### src/common/slcb_pkg.sv
// Package: register map, field positions, reset values and timing counts of the synth bank
package slcb_pkg;

  localparam int SLCB_ADDR_W = 15;
  localparam int SLCB_NREG = 16;

  // Register offsets
  localparam logic [14:0] SLCB_OFS_INT_LOW_TRIGGER = 15'h0200;
  localparam logic [14:0] SLCB_OFS_REF_DIVIDER_CONTROLS = 15'h020e;
  localparam logic [14:0] SLCB_OFS_LOCK_DETECT_CONFIG = 15'h0214;
  localparam logic [14:0] SLCB_OFS_BAND_OVERRIDE_VALUE = 15'h0215;
  localparam logic [14:0] SLCB_OFS_CORE_OVERRIDE_VALUE = 15'h0217;
  localparam logic [14:0] SLCB_OFS_LOCK_WAIT_LIMIT = 15'h0218;
  localparam logic [14:0] SLCB_OFS_CAL_WAIT_LIMIT_LOW = 15'h021c;
  localparam logic [14:0] SLCB_OFS_CAL_WAIT_LIMIT_HIGH = 15'h021d;
  localparam logic [14:0] SLCB_OFS_AFC_INTERVAL_DIVISOR = 15'h021e;
  localparam logic [14:0] SLCB_OFS_CAL_INHIBIT = 15'h021f;
  localparam logic [14:0] SLCB_OFS_MODULATOR_CONTROL = 15'h022a;
  localparam logic [14:0] SLCB_OFS_PRESCALER_BIAS_CONTROL = 15'h022b;
  localparam logic [14:0] SLCB_OFS_PUMP_TRISTATE = 15'h022c;
  localparam logic [14:0] SLCB_OFS_PUMP_CONTROL = 15'h022d;
  localparam logic [14:0] SLCB_OFS_PUMP_CURRENT = 15'h022e;
  localparam logic [14:0] SLCB_OFS_BLEED_LEVEL = 15'h022f;
  localparam logic [14:0] SLCB_OFS_AUX_FRACTION_LOW = 15'h0233;
  localparam logic [14:0] SLCB_OFS_OVERRIDE_ENABLES = 15'h0240;
  localparam logic [14:0] SLCB_OFS_LOCK_READBACK = 15'h024d;

  // Storage slot of each stored register
  localparam int SLCB_IDX_REF_DIV = 0;
  localparam int SLCB_IDX_LOCK_CFG = 1;
  localparam int SLCB_IDX_BAND_VAL = 2;
  localparam int SLCB_IDX_CORE_VAL = 3;
  localparam int SLCB_IDX_LOCK_WAIT = 4;
  localparam int SLCB_IDX_CAL_WAIT_LO = 5;
  localparam int SLCB_IDX_CAL_WAIT_HI = 6;
  localparam int SLCB_IDX_AFC_DIV = 7;
  localparam int SLCB_IDX_CAL_INHIBIT = 8;
  localparam int SLCB_IDX_MOD_CTRL = 9;
  localparam int SLCB_IDX_PRESCALER = 10;
  localparam int SLCB_IDX_TRISTATE = 11;
  localparam int SLCB_IDX_PUMP_CTRL = 12;
  localparam int SLCB_IDX_PUMP_CURR = 13;
  localparam int SLCB_IDX_BLEED = 14;
  localparam int SLCB_IDX_AUX_FRAC = 15;

  // Tables in slot order, slot 0 rightmost
  localparam logic [SLCB_NREG-1:0][14:0] SLCB_REG_OFS = {
    SLCB_OFS_AUX_FRACTION_LOW, SLCB_OFS_BLEED_LEVEL, SLCB_OFS_PUMP_CURRENT,
    SLCB_OFS_PUMP_CONTROL, SLCB_OFS_PUMP_TRISTATE, SLCB_OFS_PRESCALER_BIAS_CONTROL,
    SLCB_OFS_MODULATOR_CONTROL, SLCB_OFS_CAL_INHIBIT, SLCB_OFS_AFC_INTERVAL_DIVISOR,
    SLCB_OFS_CAL_WAIT_LIMIT_HIGH, SLCB_OFS_CAL_WAIT_LIMIT_LOW, SLCB_OFS_LOCK_WAIT_LIMIT,
    SLCB_OFS_CORE_OVERRIDE_VALUE, SLCB_OFS_BAND_OVERRIDE_VALUE, SLCB_OFS_LOCK_DETECT_CONFIG,
    SLCB_OFS_REF_DIVIDER_CONTROLS};
  localparam logic [SLCB_NREG-1:0][7:0] SLCB_REG_RESET = {
    8'h00, 8'h08, 8'h0f, 8'h81, 8'h03, 8'h09, 8'h02, 8'h80,
    8'h14, 8'h00, 8'h20, 8'h1f, 8'h00, 8'h00, 8'h48, 8'h04};
  // Writable bits; the rest hold their reset value and are read-only
  localparam logic [SLCB_NREG-1:0][7:0] SLCB_REG_WMASK = {
    8'hff, 8'hff, 8'h0f, 8'he1, 8'h03, 8'h03, 8'hf0, 8'hff,
    8'hff, 8'h03, 8'hff, 8'h1f, 8'h0f, 8'hff, 8'hff, 8'h0d};

  localparam logic [7:0] SLCB_OVERRIDE_RESET = 8'h00;
  localparam logic [7:0] SLCB_OVERRIDE_WMASK = 8'h03;

  // Field positions
  localparam int SLCB_DOUBLER_BIT = 3;
  localparam int SLCB_HALVING_BIT = 0;
  localparam int SLCB_BIAS_LSB = 6;
  localparam int SLCB_PRECISION_LSB = 3;
  localparam int SLCB_INHIBIT_BIT = 6;
  localparam int SLCB_RUN_ZERO_BIT = 5;
  localparam int SLCB_RUN_OFF_BIT = 4;
  localparam int SLCB_POLARITY_BIT = 5;
  localparam int SLCB_BLEED_ON_BIT = 0;
  localparam int SLCB_BAND_ON_BIT = 0;
  localparam int SLCB_CORE_ON_BIT = 1;

  // Timing counts, in phase detector cycles
  localparam logic [13:0] SLCB_LOCK_BASE_CYCLES = 14'h0400;
  localparam logic [13:0] SLCB_LOCK_MAX_CYCLES = 14'h2000;
  localparam int SLCB_AFC_UNIT_SHIFT = 4;

  // Serial frame: one direction bit, fifteen address bits, eight data bits
  localparam logic [4:0] SLCB_HEAD_BITS = 5'h10;
  localparam logic [4:0] SLCB_FRAME_BITS = 5'h18;

  typedef enum logic [3:0] {
    SLCB_SPI_IDLE = 4'b0001,
    SLCB_SPI_HEAD = 4'b0010,
    SLCB_SPI_DATA = 4'b0100,
    SLCB_SPI_DONE = 4'b1000
  } slcb_spi_st_t;

endpackage : slcb_pkg

### src/hdl/slcb_spi_port.sv
// Serial port: four-wire frame decoder producing register writes and read data
module slcb_spi_port
  import slcb_pkg::*;
(
  input wire logic clock,
  input wire logic sys_rst,
  input wire logic spi_sclk,
  input wire logic spi_csb,
  input wire logic spi_sdi,
  output logic spi_sdo,
  output logic spi_sdo_oe,
  output logic [14:0] bus_addr,
  output logic bus_wr,
  output logic [7:0] bus_wdata,
  input wire logic [7:0] bus_rdata
);

  typedef struct packed {
    slcb_spi_st_t st;
    logic sclk_prev;
    logic [4:0] cnt;
    logic rd;
    logic [14:0] addr;
    logic [7:0] shin;
    logic [7:0] tx;
    logic wr;
  } slcb_spi_state_t;

  slcb_spi_state_t s_q;
  slcb_spi_state_t s_d;

  logic rise;
  logic fall;

  assign rise = spi_sclk & ~s_q.sclk_prev;
  assign fall = ~spi_sclk & s_q.sclk_prev;

  always_comb begin
    s_d = s_q;
    s_d.sclk_prev = spi_sclk;
    s_d.wr = 1'b0;
    case (s_q.st)
      SLCB_SPI_IDLE: begin
        s_d.cnt = 5'h00;
        if (!spi_csb) begin
          s_d.st = SLCB_SPI_HEAD;
        end
      end
      SLCB_SPI_HEAD: begin
        if (rise) begin
          s_d.cnt = s_q.cnt + 5'h01;
          if (s_q.cnt == 5'h00) begin
            s_d.rd = spi_sdi;
          end else begin
            s_d.addr = {s_q.addr[13:0], spi_sdi};
          end
          if (s_q.cnt + 5'h01 == SLCB_HEAD_BITS) begin
            s_d.st = SLCB_SPI_DATA;
          end
        end
      end
      SLCB_SPI_DATA: begin
        // Address settled one cycle before, so the read mux is valid here
        if (s_q.cnt == SLCB_HEAD_BITS && !s_q.sclk_prev) begin
          s_d.tx = bus_rdata;
        end
        if (rise) begin
          s_d.cnt = s_q.cnt + 5'h01;
          s_d.shin = {s_q.shin[6:0], spi_sdi};
          if (s_q.cnt + 5'h01 == SLCB_FRAME_BITS) begin
            s_d.st = SLCB_SPI_DONE;
            s_d.wr = ~s_q.rd;
          end
        end else if (fall && s_q.cnt > SLCB_HEAD_BITS) begin
          s_d.tx = {s_q.tx[6:0], 1'b0};
        end
      end
      SLCB_SPI_DONE: begin
        // Extra clocks in one frame are ignored; no streaming
        s_d.cnt = s_q.cnt;
      end
      default: begin
        s_d.st = SLCB_SPI_IDLE;
      end
    endcase
    if (spi_csb) begin
      s_d.st = SLCB_SPI_IDLE;
      s_d.cnt = 5'h00;
    end
  end

  always_ff @(posedge clock or posedge sys_rst) begin
    if (sys_rst) begin
      s_q <= '{st: SLCB_SPI_IDLE, default: '0};
    end else begin
      s_q <= s_d;
    end
  end

  assign bus_addr = s_q.addr;
  assign bus_wdata = s_q.shin;
  assign bus_wr = s_q.wr;
  assign spi_sdo = s_q.tx[7];
  assign spi_sdo_oe = s_q.rd & ~spi_csb & (s_q.st == SLCB_SPI_DATA);

endmodule : slcb_spi_port

### src/hdl/slcb_synth_loop_config_bank.sv
// Synthesizer loop configuration bank: registers, double buffering, lock detect, overrides
//
// Overview of operation
// Doubler enable bit 3, shadowed, applied at transfer
// Halving select shadowed: 1 divides reference by two
// Lock after 1024/2048/4096/8192 good detector cycles
// Band override value used only while enabled
// Core override value used only while enabled
// Software sets lock timeout near thirty microseconds
// Ten-bit calibration timeout split low/high registers
// Measurement lasts sixteen times interval divisor
// Software picks divisor for ten microsecond measurement
// Calibration disable bit 6 blocks calibration start
// Modulator run-at-zero and run-output-off controls
// Two-bit pump tristate decoded, mode 3 reset
// Polarity bit 5 swaps detector sense
// Bleed enable reset high, bleed level 0x8
// Pump current four bits, reset 0xF
// Auxiliary fraction low byte shadowed, applied at transfer
// Integer low byte write starts calibration
// Override enables at bits 0 and 1
// Lock state readable at bit 0
// All shadows copied together at integer low write
module slcb_synth_loop_config_bank
  import slcb_pkg::*;
(
  input wire logic clock,
  input wire logic sys_rst,
  input wire logic spi_sclk,
  input wire logic spi_csb,
  input wire logic spi_sdi,
  output logic spi_sdo,
  output logic spi_sdo_oe,
  input wire logic pfd_tick,
  input wire logic pfd_in_window,
  input wire logic pfd_up_raw,
  input wire logic pfd_dn_raw,
  input wire logic [7:0] cal_band_in,
  input wire logic [3:0] cal_core_in,
  input wire logic afc_meas_req,
  output logic ref_doubler_on,
  output logic ref_halving_select,
  output logic [1:0] lock_bias_current,
  output logic lock_detected,
  output logic [7:0] vco_band,
  output logic [3:0] vco_core,
  output logic [4:0] lock_wait_limit,
  output logic [9:0] cal_wait_limit,
  output logic [11:0] afc_meas_len,
  output logic afc_measuring,
  output logic afc_meas_done,
  output logic cal_inhibit,
  output logic cal_start,
  output logic modulator_run_zero_frac,
  output logic modulator_run_output_off,
  output logic [1:0] prescaler_bias,
  output logic [3:0] pump_tristate_mode,
  output logic pump_up,
  output logic pump_dn,
  output logic bleed_on,
  output logic [7:0] bleed_level,
  output logic [3:0] pump_current_level,
  output logic [7:0] aux_fraction_word_low
);

  typedef struct packed {
    logic [SLCB_NREG-1:0][7:0] regs;
    logic [7:0] override_en;
    logic act_doubler;
    logic act_halving;
    logic [7:0] act_aux;
    logic [13:0] lock_cnt;
    logic locked;
    logic cal_start;
    logic meas_run;
    logic [11:0] meas_cnt;
    logic meas_done;
    logic pump_up;
    logic pump_dn;
    logic [7:0] band;
    logic [3:0] core;
    logic [3:0] tri_mode;
  } slcb_bank_state_t;

  slcb_bank_state_t s_q;
  slcb_bank_state_t s_d;

  logic [14:0] bus_addr;
  logic bus_wr;
  logic [7:0] bus_wdata;
  logic [7:0] bus_rdata;

  ////////////////////////////////////////////////////////////////////////////
  // Serial port

  slcb_spi_port u_spi (
    .clock(clock),
    .sys_rst(sys_rst),
    .spi_sclk(spi_sclk),
    .spi_csb(spi_csb),
    .spi_sdi(spi_sdi),
    .spi_sdo(spi_sdo),
    .spi_sdo_oe(spi_sdo_oe),
    .bus_addr(bus_addr),
    .bus_wr(bus_wr),
    .bus_wdata(bus_wdata),
    .bus_rdata(bus_rdata)
  );

  ////////////////////////////////////////////////////////////////////////////
  // Read mux; shadows read back, not the active copies

  always_comb begin
    bus_rdata = 8'h00;
    for (int i = 0; i < SLCB_NREG; i++) begin
      if (bus_addr == SLCB_REG_OFS[i]) begin
        bus_rdata = s_q.regs[i];
      end
    end
    if (bus_addr == SLCB_OFS_OVERRIDE_ENABLES) begin
      bus_rdata = s_q.override_en;
    end
    if (bus_addr == SLCB_OFS_LOCK_READBACK) begin
      bus_rdata = {7'h00, s_q.locked};
    end
  end

  ////////////////////////////////////////////////////////////////////////////
  // Next state

  logic trigger_wr;
  logic [2:0] precision;
  logic [13:0] lock_target;
  logic [11:0] meas_len;
  logic polarity;

  always_comb begin
    s_d = s_q;
    trigger_wr = bus_wr && (bus_addr == SLCB_OFS_INT_LOW_TRIGGER);

    // Register writes, read-only bits keep their constant value
    for (int i = 0; i < SLCB_NREG; i++) begin
      if (bus_wr && bus_addr == SLCB_REG_OFS[i]) begin
        s_d.regs[i] = (bus_wdata & SLCB_REG_WMASK[i]) | (s_q.regs[i] & ~SLCB_REG_WMASK[i]);
      end
    end
    if (bus_wr && bus_addr == SLCB_OFS_OVERRIDE_ENABLES) begin
      s_d.override_en = bus_wdata & SLCB_OVERRIDE_WMASK;
    end

    // Transfer takes the shadows as they stand before this write
    if (trigger_wr) begin
      s_d.act_doubler = s_q.regs[SLCB_IDX_REF_DIV][SLCB_DOUBLER_BIT];
      s_d.act_halving = s_q.regs[SLCB_IDX_REF_DIV][SLCB_HALVING_BIT];
      s_d.act_aux = s_q.regs[SLCB_IDX_AUX_FRAC];
    end

    // Calibration launch
    s_d.cal_start = trigger_wr && !s_q.regs[SLCB_IDX_CAL_INHIBIT][SLCB_INHIBIT_BIT];

    // Lock detect: consecutive good detector cycles
    precision = s_q.regs[SLCB_IDX_LOCK_CFG][SLCB_PRECISION_LSB +: 3];
    if (precision[2]) begin
      lock_target = SLCB_LOCK_MAX_CYCLES; // Undefined codes take the strictest count
    end else begin
      lock_target = SLCB_LOCK_BASE_CYCLES << precision[1:0];
    end
    if (pfd_tick) begin
      if (!pfd_in_window) begin
        s_d.lock_cnt = 14'h0000;
        s_d.locked = 1'b0;
      end else if (s_q.lock_cnt + 14'h0001 >= lock_target) begin
        s_d.lock_cnt = lock_target;
        s_d.locked = 1'b1;
      end else begin
        s_d.lock_cnt = s_q.lock_cnt + 14'h0001;
      end
    end

    // Measurement window of sixteen detector cycles per divisor step
    meas_len = {s_q.regs[SLCB_IDX_AFC_DIV], 4'h0};
    s_d.meas_done = 1'b0;
    if (!s_q.meas_run) begin
      if (s_q.cal_start || (afc_meas_req && !s_q.regs[SLCB_IDX_CAL_INHIBIT][SLCB_INHIBIT_BIT])) begin
        s_d.meas_run = 1'b1;
        s_d.meas_cnt = 12'h000;
      end
    end else if (pfd_tick) begin
      if (s_q.meas_cnt + 12'h001 >= meas_len) begin
        s_d.meas_run = 1'b0;
        s_d.meas_done = 1'b1;
      end else begin
        s_d.meas_cnt = s_q.meas_cnt + 12'h001;
      end
    end
    // Disabling calibration aborts a running measurement
    if (s_q.regs[SLCB_IDX_CAL_INHIBIT][SLCB_INHIBIT_BIT]) begin
      s_d.meas_run = 1'b0;
    end

    // Detector sense
    polarity = s_q.regs[SLCB_IDX_PUMP_CTRL][SLCB_POLARITY_BIT];
    s_d.pump_up = polarity ? pfd_dn_raw : pfd_up_raw;
    s_d.pump_dn = polarity ? pfd_up_raw : pfd_dn_raw;

    // Band and core selection
    s_d.band = s_q.override_en[SLCB_BAND_ON_BIT] ? s_q.regs[SLCB_IDX_BAND_VAL] : cal_band_in;
    s_d.core = s_q.override_en[SLCB_CORE_ON_BIT] ?
      s_q.regs[SLCB_IDX_CORE_VAL][3:0] : cal_core_in;

    // Tristate mode decode, one line per mode
    s_d.tri_mode = 4'h1 << s_q.regs[SLCB_IDX_TRISTATE][1:0];
  end

  ////////////////////////////////////////////////////////////////////////////
  // State register

  always_ff @(posedge clock or posedge sys_rst) begin
    if (sys_rst) begin
      s_q <= '0;
      s_q.regs <= SLCB_REG_RESET;
      s_q.override_en <= SLCB_OVERRIDE_RESET;
      s_q.tri_mode <= 4'h8;
    end else begin
      s_q <= s_d;
    end
  end

  ////////////////////////////////////////////////////////////////////////////
  // Outputs

  assign ref_doubler_on = s_q.act_doubler;
  assign ref_halving_select = s_q.act_halving;
  assign lock_bias_current = s_q.regs[SLCB_IDX_LOCK_CFG][SLCB_BIAS_LSB +: 2];
  assign lock_detected = s_q.locked;
  assign vco_band = s_q.band;
  assign vco_core = s_q.core;
  assign lock_wait_limit = s_q.regs[SLCB_IDX_LOCK_WAIT][4:0];
  assign cal_wait_limit = {s_q.regs[SLCB_IDX_CAL_WAIT_HI][1:0],
    s_q.regs[SLCB_IDX_CAL_WAIT_LO]};
  assign afc_meas_len = {s_q.regs[SLCB_IDX_AFC_DIV], 4'h0};
  assign afc_measuring = s_q.meas_run;
  assign afc_meas_done = s_q.meas_done;
  assign cal_inhibit = s_q.regs[SLCB_IDX_CAL_INHIBIT][SLCB_INHIBIT_BIT];
  assign cal_start = s_q.cal_start;
  assign modulator_run_zero_frac = s_q.regs[SLCB_IDX_MOD_CTRL][SLCB_RUN_ZERO_BIT];
  assign modulator_run_output_off = s_q.regs[SLCB_IDX_MOD_CTRL][SLCB_RUN_OFF_BIT];
  assign prescaler_bias = s_q.regs[SLCB_IDX_PRESCALER][1:0];
  assign pump_tristate_mode = s_q.tri_mode;
  assign pump_up = s_q.pump_up;
  assign pump_dn = s_q.pump_dn;
  assign bleed_on = s_q.regs[SLCB_IDX_PUMP_CTRL][SLCB_BLEED_ON_BIT];
  assign bleed_level = s_q.regs[SLCB_IDX_BLEED];
  assign pump_current_level = s_q.regs[SLCB_IDX_PUMP_CURR][3:0];
  assign aux_fraction_word_low = s_q.act_aux;

endmodule : slcb_synth_loop_config_bank

### config.mk
export PLATFORM = sky130hd
export DESIGN_NAME = slcb_synth_loop_config_bank
export DESIGN_NICKNAME = d
export VERILOG_FILES = /design/src/common/slcb_pkg.sv /design/src/hdl/slcb_spi_port.sv /design/src/hdl/slcb_synth_loop_config_bank.sv
export SDC_FILE = /design/constraint.sdc
export NUM_CORES = 1
export LEC_CHECK = 0
export BUFFER_PORTS_ARGS = -buffer_cell sky130_fd_sc_hd__buf_2
export CORE_ASPECT_RATIO = 1.4
export CORE_MARGIN = 2
export CORE_UTILIZATION = 40
export CTS_CLUSTER_SIZE = 12
export DETAILED_ROUTE_END_ITERATION = 12
export GPL_ROUTABILITY_DRIVEN = 1
export PLACE_DENSITY = 0.62
export SLEW_MARGIN = 20
export SYNTH_ARGS = -nofsm -noshare
export SYNTH_HDL_FRONTEND = slang
export SYNTH_SLANG_ARGS = --single-unit
### constraint.sdc
create_clock -name clock -period 12.6 [get_ports clock]
set_input_delay 1.26 -clock clock [delete_from_list [all_inputs] [get_ports clock]]
set_output_delay 1.26 -clock clock [all_outputs]
set_load 0.005 [all_outputs]
**Yosys cells after proc, flatten, opt, wreduce, memory -nomap -nowiden**

Index checks and enable logic that the tools add are counted.

- Reductions and logical operators: 35
- Shift operators: 2
- Equality and inequality tests: 34
- Mux-type cells: 52
- Bitwise logic cells: 18
- $add $sub $neg: 3
- Magnitude comparators: 3

Operators with widths:

| kind | number |
|---|---|
| == test 15 x 10 -> 1 bit, second input constant | 19 |
| 2-to-1 mux 8 bit | 22 |
| 2-to-1 mux 14 bit | 3 |
| 2-to-1 mux 15 bit | 2 |
| 2-to-1 mux 13 bit | 2 |
| 2-to-1 mux 4 bit | 6 |
| bitwise OR 2 x 8 -> 8 bit | 3 |
| bitwise OR 4 x 8 -> 8 bit | 3 |
| logical AND 1 bit | 22 |
| 2-to-1 mux 21 bit | 1 |
| case mux 4 bit (4 select lines) | 1 |
| == test 5 bit, second input constant | 3 |
| case mux 5 bit (3 select lines) | 1 |
| adder 14 x 1 -> 14 bit, second input constant | 1 |
| >= comparator 14 bit | 1 |
| left shift 11 x 2 -> 14 bit, first input constant | 1 |
| adder 12 x 1 -> 12 bit, second input constant | 1 |
| >= comparator 12 bit | 1 |
| 2-to-1 mux 12 bit | 1 |
| != test 3 x 2 -> 1 bit, second input constant | 4 |
| AND reduction 3 bit | 4 |
| 2-to-1 mux 1 bit | 11 |
| 2-to-1 mux 5 bit | 2 |
| bitwise OR 5 x 8 -> 8 bit | 1 |
| 20 further kinds | 31 |

- Input port bits: 22
- Output and inout bits: 81
- Bits in registers: 231
- Word-level logic and storage cells: 186

**Logic depth before layout (Yosys ltp)**

- Word-level depth: 22
- Mapped depth: 15
- Depth with buffers taken out: 13

**Cells and area by module**

Synthesis repeated with hierarchy kept, for this count alone.

- Cell total of the unflattened synthesis: 957
- Area, all modules: 10346.2 µm²

Modules (own cells, without submodules):

| module | seq. area each (µm²) | area each (µm²) | instances | cells an instance |
|---|---|---|---|---|
| slcb_synth_loop_config_bank | 3682.3 | 8136.6 | 1 | 751 |
| slcb_spi_port | 1077.3 | 2209.6 | 1 | 206 |

**Least setup slack after synthesis**

Ideal clock, no wire load.

- Path type: register to register
- Start point: register s_q[34] (netlist bit)
- End point: register s_q[40] (netlist bit)
- Library setup time: 95 ps
- Data arrival time: 2795 ps
- Stages on the path, launching flop included: 15
- Clock period less this slack: 2890 ps
- Required time: 12505 ps
- Path slack: 9710 ps
- Path buffers: 2
- Cell sequence: dfrtp_1 > ha_1 > nand3_1 > nor2_1 > nand2_1 > xnor2_1 > ha_1 > o21a_1 > o21a_1 > o21ai_1 > and2_1 > clkbuf_1 > clkbuf_1 > nand3_1 > o31ai_1

- Word-level cells in the longest chain between the ends: 4

RTL lines:

| element | line | text |
|---|---|---|
| start, declared | slcb_synth_loop_config_bank.sv:85 | `slcb_bank_state_t s_q;` |
| adder 14 x 1 -> 14 bit * | slcb_synth_loop_config_bank.sv:172, slcb_synth_loop_config_bank.sv:176 |  |
| >= comparator 14 bit | slcb_synth_loop_config_bank.sv:172 | `end else if (s_q.lock_cnt + 14'h0001 >= lock_target) begin` |
| 2-to-1 mux 14 bit * | slcb_synth_loop_config_bank.sv:172 |  |
| 2-to-1 mux 15 bit * | slcb_synth_loop_config_bank.sv:169 | `if (!pfd_in_window) begin` |

Every way passes the cells marked *; elsewhere a longest branch is shown, timed or not.
A chain may end at the register's enable or synchronous reset.

**Worst setup path after layout**

- Start point: register s_q[19] (netlist bit)
- End point: register s_q[25] (netlist bit)

- Word-level cells in the longest chain between the ends: 4
- Elaborated cells between the ends (all ways): 7
- Classes of those cells: add/sub (1); order compare (1); eq/ne (1); mux (3); reduce/logical (1)

RTL lines:

| element | line | text |
|---|---|---|
| adder 12 x 1 -> 12 bit * | slcb_synth_loop_config_bank.sv:189, slcb_synth_loop_config_bank.sv:193 |  |
| >= comparator 12 bit or 2-to-1 mux 12 bit (tied branches) | slcb_synth_loop_config_bank.sv:189 | `if (s_q.meas_cnt + 12'h001 >= meas_len) begin` |
| != test 2 bit (no source line) or 2-to-1 mux 14 bit (tied branches) | -- |  |
| AND reduction 3 bit (no source line) or 2-to-1 mux 13 bit (tied branches) | -- |  |

Every way passes the cells marked *; elsewhere a longest branch is shown, timed or not. The select of a mux whose other input is x is not followed.

==> metrics.md <==
| Metric | Value |
|---|---|
| Worst setup SP type | `register` |
| Avg Inst Size Synth | `~11 µm²` |
| Crit Path Class | `register to register` |
| Vias per cell | `5.56` |
| Launch point of the worst reg-to-reg path | `s_q[19]` |
| Max-Cap Viols | `0` |
| Layout cells sized above 1 | `0.324` |
| R2R Setup Slk | `9100 ps` |
| Worst setup EP type | `register` |
| Worst hold margin | `475 ps` |
| Ys async rst share | `1.00` |
| Total negative slack | `0 ps` |
| Clk sinks | `189` |
| # IOs | `between 100 and 150` |
| 1st-iter DRT viols | `418` |
| Final Slew Violations | `0` |
| GRT Overall Usage | `0.192` |
| Main area contributors after synthesis | `dfrtp_1 (41%), mux2_2 (15%), dfstp_2 (6.3%)` |
| Seq/Total Area, Yosys | `0.472` |
| Final setup fails | `0` |
| Arrival time at the worst endpoint | `3890 ps` |
| Status | `completed` |
| Starting density of the core | `0.407` |
| Commonest cells in the synthesized netlist | `dfrtp_1 (165), mux2_2 (132), buf_4 (68), nand2_1 (68), nor2_1 (60)` |
| Height of the die | `roughly 190 µm` |
| Slew HR | `0.336` |
| Flops & latches, synth | `around 190` |
| Routed WL per cell | `just under 20 µm` |
| Largest net degree at the start of global routing | `110` |
| First-pass GRT wire length | `39,800 µm` |
| Fin cells | `1,284` |
| Cells after DPL | `around 1,300` |
| Final min period | `about 3500 ps` |
| Final setup margin | `9100 ps` |
| Internal | `about 940 µW` |
| Depth of the most critical reg-to-reg path | `10` |
| Clock Tree Buf Depth | `2` |
| Fin crit share | `0.278` |
| Finished Cell Area | `roughly 11,000 µm²` |
| Cell with the most instances after synthesis | `dfrtp_1` |
| Unique masters post-synth | `between 70 and 80` |
| RSZ-0062 raised after global routing | `no` |
| Final core occ | `0.442` |
| Worst slew pin tran | `996 ps` |
| Die area | `26,500 µm²` |
| EDFF count, synth | `0` |
| CTS H-tree depth | `4` |
| Final setup skew | `11.9 ps` |
| Drt drc | `0` |
| Nets | `roughly 1,000` |
| Number of global-route vias before repair | `7,066` |
| HP Class | `register to register` |
| Core box area | `24,800 µm²` |
| Switching Fraction | `0.251` |
| Pre-CTS setup slack | `9120 ps` |
| IO Port Bufs | `~100` |
| Clk root buf | `clkbuf_16` |
| Area growth from synthesis to layout | `8.48%` |
| DR vias | `7,138` |
| GR Overflow Total | `0` |
| Initial antenna violation count | `0` |
| Hold worst-path end | `s_q[42]` |
| PwrDens | `between 100 and 150 nW/µm²` |
| Worst-path maximum fanout | `13` |
| Min-delay src | `s_q[42]` |
| Clock buffer count from CTS | `17` |
| Detailed Route WL | `24,900 µm` |
| Multi-input logic area | `about 4500 µm²` |
| Worst R2R End | `s_q[25]` |
| Power consumption | `1.26 mW` |
| Power share of the combinational group | `0.049` |
| Main synth FF type | `dfrtp_1` |
| CTS tree | `yes` |
| Fill cells | `2,382` |
| Yosys top cell by area | `dfrtp_1` |
| PostCTS Resize Cnt | `0` |
| Clock Latency Late Sink | `450 ps` |
| Final Hold Fails | `0` |
| Max VDD drop | `around 100 µV` |
| Die span in x | `138 µm` |
| Antenna fix cells | `0` |
| Synth Warn # | `0` |
| Netlist Area Pre-Place | `10,100 µm²` |
| Final ANT Viol Nets | `0` |
| FF/Latch Area | `4760 µm²` |
| Mapped Cells | `948` |
| Placed cell area | `10,300 µm²` |
| Post-DP HPWL | `17,800 µm` |
| Pre-antenna DRT Iters | `5` |
| Register share of total power | `0.498` |
| Worst-path clk slew | `80 ps` |
| Clock power share | `0.453` |
| RePlAce Congestion | `0.955` |
| Lkg Pwr | `5.03 nW` |
| P_sw | `between 300 and 400 µW` |
| Hold path depth | `1` |
| Row count | `68` |
| Setup Buffers After CTS | `0` |
| Highest clock rate | `286 MHz` |
| Critical Path RT | `12,990 ps` |
| Hold buffer count at CTS | `0` |
| Share of the synthesized area in the top cell type | `0.409` |
==> worst max-delay path, stage by stage (launching register included) <==
cell	delay, ps
dfrtp_1	430
ha_1	300
nand3_1	210
nor2_1	180
xor2_1	210
ha_1	280
a2111oi_0	440
o211ai_1	220
a21oi_1	810
and3_1	280
a221o_1	100
==> power by group through the flow <==
stage | Combinational [mW] | Clock, mW | Sequential (mW)
2_1_floorplan | 0.0497 | 0 | 0.635
3_3_place_gp | 0.0622 | 0 | 0.639
3_5_place_dp | 0.0635 | 0 | 0.639
4_1_cts | 0.0635 | 0.584 | 0.628
5_1_grt | 0.0720 | 0.611 | 0.629
6_report | 0.0620 | 0.571 | 0.628
==> state kept, by name (all words and copies together), names as in the netlist, 5 cells and up <==
| signal | count |
|---|---|
| s_q | 67 |
| u_spi.s_q | 18 |
| u_spi.bus_addr | 15 |
| cal_wait_limit | 10 |
| afc_meas_len | 8 |
| aux_fraction_word_low | 8 |
| bleed_level | 8 |
| u_spi.bus_wdata | 8 |
| vco_band | 8 |
| lock_wait_limit | 5 |
==> placed cells by master (no fill, tap or decap), types with 17 or more instances in the layout <==
cell type | netlist | final
dfrtp_1 | 165 | 165
inv_1 | 32 | 31
dfstp_2 | 24 | 24
mux2_2 | 132 | 132
nand2_1 | 68 | 68
nand3_1 | 37 | 37
a21oi_1 | 35 | 35
ha_1 | 19 | 19
nor2_1 | 60 | 60
clkbuf_16 | 0 | 17
o21ai_0 | 41 | 41
buf_2 | 6 | 98
==> logic make-up (layout without fill, tap and decap cells) <==
group / after synthesis / in the layout / share of synthesized area
AO/OA/AOI/OAI: 152 / 152 / 0.0988
XOR/XNOR: 17 / 17 / 0.0148
adder cells (fa/ha/maj): 19 / 19 / 0.0236
buffers and inverters: 151 / 169 / 0.0845
flip-flops: 189 / 189 / 0.472
multiplexers: 146 / 146 / 0.163
other: 1 / 4 / 0.000372
AND/OR/NAND/NOR: 273 / 273 / 0.143
==> worst max-delay path by stage <==
stage,start,end,cells past startpoint,slack [ps]
floorplan,sys_rst,afc_meas_done,1,6240
global placement,s_q[19],s_q[25],10,9220
detailed placement,s_q[19],s_q[25],10,9120
CTS,s_q[19],s_q[25],10,9100
global route,s_q[19],s_q[25],10,8700
finish,s_q[19],s_q[25],10,9100
==> layout make-up <==
class / count / area share
sequential: 189 / 0.435
multi-input combinational: 611 / 0.410
timing repair buffer: 105 / 0.0500
clock buffer: 17 / 0.0389
tap: 315 / 0.0360
clock inverter: 15 / 0.0184
inverter: 32 / 0.0117
==> routing by layer <==
metal / part of all wire / wire length (µm) / up-vias / global-route usage
li1: - / - / 3305 / -
met1: 0.41 / 10200 / 3568 / 0.235
met2: 0.50 / 12400 / 207 / 0.328
met3: 0.048 / 1190 / 58 / 0.0342
met4: 0.042 / 1050 / 0 / 0.0958
met5: 0 / 0 / - / 0
(Power assumes the default switching activity.)
